<file path="src/include/mph_pkg.sv">
package mph_pkg;
	localparam int unsigned MPH_DATA_W = 8;
	localparam int unsigned MPH_FIFO_DEPTH = 32;
	localparam int unsigned MPH_WORD_W = MPH_DATA_W + 1;
	localparam logic MPH_STYLE_68 = 1'h1;
	localparam logic MPH_STYLE_80 = 1'h0;
	localparam logic MPH_DIS_DATA = 1'h1;
	localparam logic MPH_RW_READ = 1'h1;
	localparam int unsigned MPH_DIS_BIT = 8;
	localparam logic [7:0] MPH_ZERO_BYTE = 8'h00;
endpackage

</file>
<file path="src/include/mph_stream_if.sv">
`timescale 1ns/1ps
interface mph_stream_if;
	logic valid;
	logic ready;
	logic [8:0] data;
	modport src (output valid, output data, input ready);
	modport snk (input valid, input data, output ready);
endinterface
</file>
<file path="src/design/mph_fifo.sv">
`timescale 1ns/1ps
module mph_fifo #(
	parameter int unsigned WIDTH = 9,
	parameter int unsigned DEPTH = 32
) (
	// Clock and reset
	input wire logic clock_i,
	input wire logic resetn_i,
	input wire logic flush_i,
	// Fill side
	mph_stream_if.snk in_s,
	// Drain side
	mph_stream_if.src out_s
);
	localparam int unsigned AW = $clog2(DEPTH);
	logic [WIDTH-1:0] mem_r [DEPTH];
	logic [AW-1:0] wp_r, wp_nxt, rp_r, rp_nxt;
	logic [AW:0] cnt_r, cnt_nxt;
	logic push, pop;
	assign push = in_s.valid && in_s.ready;
	assign pop = out_s.valid && out_s.ready;
	assign in_s.ready = (cnt_r != (AW+1)'(DEPTH)) && !flush_i;
	assign out_s.valid = cnt_r != '0;
	assign out_s.data = mem_r[rp_r];
	always_comb begin
		wp_nxt = wp_r;
		rp_nxt = rp_r;
		cnt_nxt = cnt_r;
		if (flush_i) begin
			wp_nxt = '0;
			rp_nxt = '0;
			cnt_nxt = '0;
		end else begin
			if (push) wp_nxt = wp_r + AW'(1);
			if (pop) rp_nxt = rp_r + AW'(1);
			if (push && !pop) cnt_nxt = cnt_r + (AW+1)'(1);
			if (pop && !push) cnt_nxt = cnt_r - (AW+1)'(1);
		end
	end
	always_ff @(posedge clock_i or negedge resetn_i) begin
		if (!resetn_i) begin
			wp_r <= '0;
			rp_r <= '0;
			cnt_r <= '0;
		end else begin
			wp_r <= wp_nxt;
			rp_r <= rp_nxt;
			cnt_r <= cnt_nxt;
		end
	end
	// Storage
	always_ff @(posedge clock_i) begin
		if (push) mem_r[wp_r] <= in_s.data;
	end
endmodule

</file>
<file path="src/design/mph_host_port.sv">
`timescale 1ns/1ps
module mph_host_port (
	// Clock and reset
	input wire logic clock_i,
	input wire logic resetn_i,
	// Host pins
	input wire logic init_hold_n_i,
	input wire logic host_style_pick_i,
	input wire logic chip_sel_n_i,
	input wire logic data_instruction_select_i,
	input wire logic rd_enable_i,
	input wire logic wr_dir_i,
	input wire logic [mph_pkg::MPH_DATA_W-1:0] bus_lines_i,
	output logic [mph_pkg::MPH_DATA_W-1:0] bus_lines_o,
	output logic bus_lines_oe_o,
	// Core side: received words
	output logic rx_valid_o,
	output logic rx_is_data_o,
	output logic [mph_pkg::MPH_DATA_W-1:0] rx_byte_o,
	input wire logic rx_ready_i,
	// Core side: read data
	input wire logic [mph_pkg::MPH_DATA_W-1:0] rd_data_i,
	input wire logic [mph_pkg::MPH_DATA_W-1:0] rd_status_i,
	output logic rd_taken_o,
	// State
	output logic init_busy_o,
	output logic overflow_o
);
	import mph_pkg::*;
	typedef enum logic [2:0] {
		MPH_IDLE = 3'h1,
		MPH_WRITE = 3'h2,
		MPH_READ = 3'h4
	} mph_state_t;

	// Two-flop synchronisers, one per pin
	localparam int unsigned NS = MPH_DATA_W + 6;
	logic [NS-1:0] pin_raw, s1_r, s2_r;
	// Reset value: pins idle, except the reset pin, which reads as held
	localparam logic [NS-1:0] SYNC_IDLE = {1'h0, {(NS-1){1'h1}}};
	assign pin_raw = {init_hold_n_i, bus_lines_i, host_style_pick_i,
		chip_sel_n_i, data_instruction_select_i, rd_enable_i, wr_dir_i};
	genvar gi;
	generate
		for (gi = 0; gi < NS; gi++) begin : g_sync
			always_ff @(posedge clock_i or negedge resetn_i) begin
				if (!resetn_i) begin
					s1_r[gi] <= SYNC_IDLE[gi];
					s2_r[gi] <= SYNC_IDLE[gi];
				end else begin
					s1_r[gi] <= pin_raw[gi];
					s2_r[gi] <= s1_r[gi];
				end
			end
		end
	endgenerate
	logic [MPH_DATA_W-1:0] bus_s;
	logic init_n_s, style_s, cs_n_s, dis_s, rd_s, wr_s;
	assign {init_n_s, bus_s, style_s, cs_n_s, dis_s, rd_s, wr_s} = s2_r;

	// Access decode
	logic sel, rd_act, wr_act;
	always_comb begin
		sel = !cs_n_s && init_n_s;
		if (style_s == MPH_STYLE_68) begin
			rd_act = sel && rd_s && (wr_s == MPH_RW_READ);
			wr_act = sel && rd_s && (wr_s != MPH_RW_READ);
		end else begin
			rd_act = sel && !rd_s;
			wr_act = sel && !wr_s;
		end
	end

	mph_stream_if fin ();
	mph_stream_if fout ();
	mph_fifo #(.WIDTH(MPH_WORD_W), .DEPTH(MPH_FIFO_DEPTH)) u_fifo (
		.clock_i(clock_i),
		.resetn_i(resetn_i),
		.flush_i(!init_n_s),
		.in_s(fin),
		.out_s(fout)
	);

	mph_state_t st_r, st_nxt;
	logic [MPH_DATA_W-1:0] wbyte_r, wbyte_nxt;
	logic wdis_r, wdis_nxt, push;
	logic ovf_r, ovf_nxt, busy_r, busy_nxt;

	// Transfer control: write capture, commit and overflow
	always_comb begin
		st_nxt = st_r;
		wbyte_nxt = wbyte_r;
		wdis_nxt = wdis_r;
		push = 1'h0;
		ovf_nxt = ovf_r;
		busy_nxt = !init_n_s;
		unique case (st_r)
			MPH_IDLE: begin
				if (rd_act) begin
					st_nxt = MPH_READ;
				end else if (wr_act) begin
					st_nxt = MPH_WRITE;
					wbyte_nxt = bus_s;
					wdis_nxt = dis_s;
				end
			end
			MPH_WRITE: begin
				if (wr_act) begin
					wbyte_nxt = bus_s;
					wdis_nxt = dis_s;
				end else begin
					// Strobe ended: commit the sampled byte
					st_nxt = MPH_IDLE;
					push = 1'h1;
				end
			end
			MPH_READ: begin
				if (!rd_act) st_nxt = MPH_IDLE;
			end
		endcase
		// A full buffer drops the word and leaves a sticky mark
		if (push && !fin.ready) ovf_nxt = 1'h1;
		if (!init_n_s) begin
			st_nxt = MPH_IDLE;
			ovf_nxt = 1'h0;
			push = 1'h0;
		end
	end
	always_ff @(posedge clock_i or negedge resetn_i) begin
		if (!resetn_i) begin
			st_r <= MPH_IDLE;
			wbyte_r <= MPH_ZERO_BYTE;
			wdis_r <= 1'h0;
			ovf_r <= 1'h0;
			busy_r <= 1'h1;
		end else begin
			st_r <= st_nxt;
			wbyte_r <= wbyte_nxt;
			wdis_r <= wdis_nxt;
			ovf_r <= ovf_nxt;
			busy_r <= busy_nxt;
		end
	end

	// Read drive: bus value, output enable and data-read pulse
	logic [MPH_DATA_W-1:0] dout_r, dout_nxt;
	logic oe_r, oe_nxt, taken_r, taken_nxt;
	always_comb begin
		dout_nxt = dout_r;
		oe_nxt = 1'h0;
		taken_nxt = 1'h0;
		if (st_r == MPH_IDLE && rd_act) begin
			oe_nxt = 1'h1;
			taken_nxt = (dis_s == MPH_DIS_DATA);
			dout_nxt = (dis_s == MPH_DIS_DATA) ? rd_data_i : rd_status_i;
		end else if (st_r == MPH_READ) begin
			oe_nxt = rd_act;
		end
		if (!init_n_s) oe_nxt = 1'h0;
	end
	always_ff @(posedge clock_i or negedge resetn_i) begin
		if (!resetn_i) begin
			dout_r <= MPH_ZERO_BYTE;
			oe_r <= 1'h0;
			taken_r <= 1'h0;
		end else begin
			dout_r <= dout_nxt;
			oe_r <= oe_nxt;
			taken_r <= taken_nxt;
		end
	end

	// Received word stage towards the core
	logic rxv_r, rxv_nxt, rxd_r, rxd_nxt;
	logic [MPH_DATA_W-1:0] rxb_r, rxb_nxt;
	assign fin.valid = push;
	assign fin.data = {wdis_r, wbyte_r};
	assign fout.ready = !rxv_r || rx_ready_i;
	always_comb begin
		rxv_nxt = rxv_r;
		rxd_nxt = rxd_r;
		rxb_nxt = rxb_r;
		if (!init_n_s) begin
			rxv_nxt = 1'h0;
		end else if (fout.ready) begin
			rxv_nxt = fout.valid;
			rxd_nxt = fout.data[MPH_DIS_BIT];
			rxb_nxt = fout.data[MPH_DATA_W-1:0];
		end
	end
	always_ff @(posedge clock_i or negedge resetn_i) begin
		if (!resetn_i) begin
			rxv_r <= 1'h0;
			rxd_r <= 1'h0;
			rxb_r <= MPH_ZERO_BYTE;
		end else begin
			rxv_r <= rxv_nxt;
			rxd_r <= rxd_nxt;
			rxb_r <= rxb_nxt;
		end
	end
	assign bus_lines_o = dout_r;
	assign bus_lines_oe_o = oe_r;
	assign rx_valid_o = rxv_r;
	assign rx_is_data_o = rxd_r;
	assign rx_byte_o = rxb_r;
	assign rd_taken_o = taken_r;
	assign init_busy_o = busy_r;
	assign overflow_o = ovf_r;
endmodule

</file>
<file path="config.mk">
export PLATFORM = sky130hd
export DESIGN_NAME = mph_host_port
export DESIGN_NICKNAME = d
export VERILOG_FILES = /design/src/include/mph_pkg.sv /design/src/include/mph_stream_if.sv /design/src/design/mph_fifo.sv /design/src/design/mph_host_port.sv
export SDC_FILE = /design/constraint.sdc
export NUM_CORES = 1
export LEC_CHECK = 0
export ABC_AREA = 1
export BUFFER_PORTS_ARGS = -buffer_cell sky130_fd_sc_hd__buf_2
export CORE_MARGIN = 2
export CORE_UTILIZATION = 60
export DETAILED_ROUTE_END_ITERATION = 12
export PLACE_DENSITY = 0.87
export SYNTH_ARGS = -nofsm -noshare
export SYNTH_HDL_FRONTEND = slang
export SYNTH_SLANG_ARGS = --single-unit
</file>
<file path="constraint.sdc">
create_clock -name clock_i -period 4.2 [get_ports clock_i]
set_input_delay 0 -clock clock_i [delete_from_list [all_inputs] [get_ports clock_i]]
set_output_delay 0 -clock clock_i [all_outputs]
set_load 0.05 [all_outputs]
</file>
Yosys cells after proc, flatten, opt, wreduce, memory -nomap -nowiden
Memories as Yosys holds them, arrays and structs flattened. A register that Yosys moved wholly into a read port is not among the register bits.
Index checks and enable logic that the tools add are counted.
- $add $sub $neg: 4
- equal/unequal tests: 13
- mux-type cells: 35
- bitwise gates (word level): 1
- reduce and logical (&&, ||, !) cells: 28
- operators with widths (kind ; number):
    $mux W8 ; 3
    $mux W5 ; 4
    $mux W6 ; 3
    $mux W1 ; 17
    $pmux W8 S2 ; 1
    $mux W3 ; 5
    $logic_and A1 B1 Y1 ; 13
    $add A5 B1 Y5 const B ; 2
    $logic_not A1 Y1 ; 9
    $pmux W3 S3 ; 1
    $ne A2 B1 Y1 const B ; 4
    $add A6 B1 Y6 const B ; 1
    $ne A3 B3 Y1 const B ; 2
    $ne A6 B6 Y1 const B ; 1
    $reduce_bool A6 Y1 ; 1
    $sub A6 B1 Y6 const B ; 1
    $ne A4 B4 Y1 const B ; 1
    $reduce_and A2 Y1 ; 2
    $eq A3 B1 Y1 const B ; 1
    $eq A3 B2 Y1 const B ; 1
    $eq A3 B3 Y1 const B ; 1
    $ne A3 B1 Y1 const B ; 1
    $reduce_and A3 Y1 ; 1
    $ne A2 B2 Y1 const B ; 1
    other kinds (4) ; 4
- flip-flop bits (word level): 69
- bits in writable memories: 288
- input port bits: 33
- output and inout port bits: 22
- word-level logic and storage cells: 122
- memories kept: 1
- memory list (memory ; depth ; bits a word ; rd ports ; clocked after Yosys merged registers in ; wr ports ; line ; RTL):
    u_fifo.mem_r ; 32 ; 9 ; 1 ; 1 ; 1 ; mph_fifo.sv:16 ; logic [WIDTH-1:0] mem_r [DEPTH];

Depth between registers and ports, before layout
- depth after elaboration: 13
- mapped depth: 19
- mapped depth without buffers: 18

Cells and area by module
Synthesis repeated with hierarchy kept, for this count alone.
- cells, all modules: 1156
- area, all modules: 14601.5 um^2
- by module, submodules not included (module ; instances ; cells an instance ; area an instance (um^2) ; seq. area each (um^2)):
    mph_fifo ; 1 ; 977 ; 12358.1 ; 9048.7
    mph_host_port ; 1 ; 179 ; 2243.4 ; 1586.5

Least setup slack after synthesis
No wires, ideal clock.
- path type: reg2reg
- start point: register s2_r[4] (netlist: style_s)
- end point: memory u_fifo.mem_r[28][1], enable pin
- library setup time: 0.374 ns
- arrival time: 1.750 ns
- required time: 3.826 ns
- path slack: 2.076 ns
- stages on the path, launching flop included: 10
- buffers on the path: 1
- clock period less this slack: 2.124 ns
- path through: dfstp_2 -> nand2_1 -> nand3_4 -> nand2_2 -> inv_2 -> nand2_4 -> buf_12 -> inv_1 -> nand2_1 -> nor2_1
- word-level cells in the longest chain between the ends: 7
- ends and longest elaborated chain (what ; line ; RTL):
    from (decl) ; mph_host_port.sv:38 ; logic [NS-1:0] pin_raw, s1_r, s2_r;
    from (signal, indexed assignment) ; mph_host_port.sv:49 ; s2_r[gi] <= SYNC_IDLE[gi];
    from (signal, indexed assignment) ; mph_host_port.sv:52 ; s2_r[gi] <= s1_r[gi];
    $mux W1 ; mph_host_port.sv:65 ; if (style_s == MPH_STYLE_68) begin
    $mux W1 ; mph_host_port.sv:108 ; if (wr_act) begin
    $mux W1 ; mph_host_port.sv:97 ; unique case (st_r)
    $mux W1 ; mph_host_port.sv:123 ; if (!init_n_s) begin
    $logic_and A1 B1 Y1 ; mph_fifo.sv:20 ; assign push = in_s.valid && in_s.ready;
    $mux W1 ; mph_fifo.sv:53 ; if (push) mem_r[wp_r] <= in_s.data;
    $mux W1 (implied by the code) ; mph_fifo.sv:53 ;
    to (decl) ; mph_fifo.sv:16 ;
Every way passes these cells.

==> impl_metrics.ini <==
[yosys]
yosys_warnings = 0
avgSynthCellArea_sq_um = 12.76
yosysSeqAreaShare = 0.7287
syn_area_sq_mm = 0.01459
yosysTopAreaCell = edfxtp_1
syn_nets = 1185
synth-seq-cells = 366
synth_top_area_share = 0.5926
synth_cell_types = 45
synthTopCellsByArea = edfxtp_1, dfrtp_1, o21ai_0
synthCells = 1144

[floorplanning]
die_w_um = 160.0
core_sq_mm = 0.02411
start_util = 0.6054
die-area_sq_mm = 0.02559
rows = 57
die_y_um = 160.0
io_pins = 55

[routing]
vias_per_cell = 6.371
route.detailed.drc = 0
via_count = 9964
met2_length_mm = 17.31
routed.top_layer = met4
wl_met3_mm = 3.977
wirelength_mm = 35.42
wire_per_inst_um = 22.65
first_pass_iters = 9
drtIter0Drc = 1621
ant_nets = 0
met1_length_mm = 12.60

[global_routing]
grt-ovfl-total = 0
grt_pass1_vias = 9670
grt_max_degree = 106
grtUsageTotal = 0.2771
grt_pass1_wl_mm = 53.72
antenna_found_initial = 0

[clock_network]
post_cts_resized = 0
cts-buffers-inserted = 36
clockBufferDepth = 3
clockRootBuffer = clkbuf_16
path_clk_slew_ns = 0.06
insertion_delay_ns = 0.52
cts_hold_buf = 32
htreeDepth = 2
cts_setup_buffers = 0
cts_tree = yes
clock_sinks = 366

[placement]
placed_area_sq_mm = 0.01510
dp_hpwl_mm = 20.46
portBuffers = 54
globalplace.congestion = 0.9335

[setup_path]
reg2reg_slack_ns = 1.19
path_class = reg2reg
start_kind = flip-flop
end_kind = flip-flop
critPathCapture = rx_byte_o[1]
worstPathRequired_ns = 4.54
r2r_cells = 8
worstPathMaxFanout = 97
cp.arrival_ns = 3.34
rr_endpoint = rx_byte_o[1]
cp-startpoint = u_fifo.rp_r[0]
r2r_start = u_fifo.rp_r[0]

[cells_and_area]
syn2layout_area_growth_pct = 13.08
diodes = 0
finish.utilization = 0.6846
nNetsFinal = 1256
drive_gt1_frac = 0.1492
final_cell_area_sq_mm = 0.01650
mostFrequentLayoutCell = edfxtp_1
final_cell_mix = edfxtp_1, nor2_1, o21ai_0
fillers = 1599

[sta]
max-slew-margin-rel = 0.1829
rsz0062_at_grt = false
post-route-period-util = 0.7160
layout_min_cycle_time_ns = 3.007
hold_viol = 0
tns_ns = 0
drv_slew = 0
fin_worst_skew_ns = 0.01356
setup_viol = 0
tightest_slew_ns = 1.221
max_freq_mhz = 332.5

[pwr]
leakage_nw = 5.791
vdd.ir_drop.worst_v = 0.0005526
powerDensity_mw_per_mm2 = 635.2
p_total_mw = 10.48

[run]
maxCapViolCount = 0

[hold_path]
holdCritPathClass = in2reg

[status]
status = completed
-- layout make-up --
type | instances | area [sq um] | area share
inverters | 51 | 202.7 | 0.01228
multi-input cells | 665 | 3493 | 0.2117
clock buffers | 50 | 994.7 | 0.06027
well taps | 324 | 405.4 | 0.02456
clock inverters | 13 | 86.33 | 0.005231
flip-flops and latches | 366 | 10650 | 0.6452
repair buffers | 95 | 673.1 | 0.04079
-- power by group --
part           total, mW  internal, mW  switching (mW)
Sequential          5.00          4.44           0.562
Clock               2.99          1.71            1.27
Combinational       2.49         0.713            1.78
Total               10.5          6.87            3.62
-- worst max-delay path, stage by stage, from the launching register on --
cell      delay (ns)
dfrtp_4         0.70
clkinv_2        0.61
buf_12          0.43
o21ai_0         0.23
o221ai_1        0.16
nand3_1         0.21
nand4_1         0.17
nand3_1         0.15
o21ai_1         0.10
-- kinds of logic after synthesis --
family | Yosys count | share of synthesized area
muxes | 8 | 0.006173
AOI/OAI and AO/OA | 265 | 0.1061
xor gates and xnor gates | 1 | 0.0006002
DFF | 366 | 0.7287
adders and majority gates | 8 | 0.006859
buffers and inverters | 113 | 0.03215
and+or+nand+nor | 383 | 0.1194
-- cells in the mapped netlist --
master / count
o21ai_1: 10
inv_2: 6
inv_8: 1
xor2_1: 1
nand4_1: 22
a31o_2: 1
nand2_1: 93
clkbuf_1: 49
o21ai_0: 156
buf_6: 1
nor2_2: 3
nand3_4: 3
o22ai_2: 1
dfrtp_1: 50
o31ai_1: 2
ha_1: 8
buf_1: 2
clkinv_1: 4
nor3_1: 6
o21ai_2: 1
o221ai_1: 34
mux2_1: 8
a21oi_1: 7
buf_2: 9
nand3_1: 40
nor2_4: 1
nor2_1: 197
a21oi_2: 1
o22ai_1: 40
nand2_4: 8
nor3_4: 1
inv_4: 1
a211oi_1: 1
inv_1: 39
a31oi_1: 8
buf_12: 1
nand2_2: 3
edfxtp_1: 288
and3_1: 1
nand3_2: 2
o211ai_1: 2
dfstp_2: 28
nand4_2: 1
nor2_8: 2
o21bai_1: 1
-- worst min-delay path by stage --
stage / startpoint / end / slack, ns / cells after the start
global placement: data_instruction_select_i / s1_r[2] / 0.11 / 1
global route: data_instruction_select_i / s1_r[2] / 0.12 / 2
finish: bus_lines_i[1] / s1_r[6] / 0.13 / 2
detailed placement: wr_dir_i / s1_r[0] / 0.11 / 1
CTS: bus_lines_i[2] / s1_r[7] / 0.10 / 2
floorplan: resetn_i / bus_lines_o[0] / -0.30 / 0
-- flip-flops by register name, indices dropped and copies added, names as in the netlist, 3 cells and up --
name and flops:
u_fifo.cnt_r 6, s1_r 14, rx_byte_o 8, bus_lines_o 8
u_fifo.wp_r 5, u_fifo.mem_r 288, st_r 3, bus_s 8
wbyte_r 8, u_fifo.rp_r 5
-- per-stage QoR --
step / hold slack [ns] / cells / setup slack (ns)
after floorplan: -0.2956 / 1144 / 2.076
after global placement: 0.1058 / 1469 / 1.449
after detailed placement: 0.1062 / 1469 / 1.399
after CTS: 0.1038 / 1564 / 1.366
after global routing: 0.1234 / 1564 / 1.121
final: 0.1349 / 1564 / 1.193
-- per-layer routing --
| metal | GRT usage | vias up |
|---|---|---|
| li1 | - | 4306 |
| met1 | 0.3673 | 4771 |
| met2 | 0.4543 | 751 |
| met3 | 0.05195 | 136 |
| met4 | 0.1216 | 0 |
| met5 | 0 | - |
(Power assumes the default switching activity.)
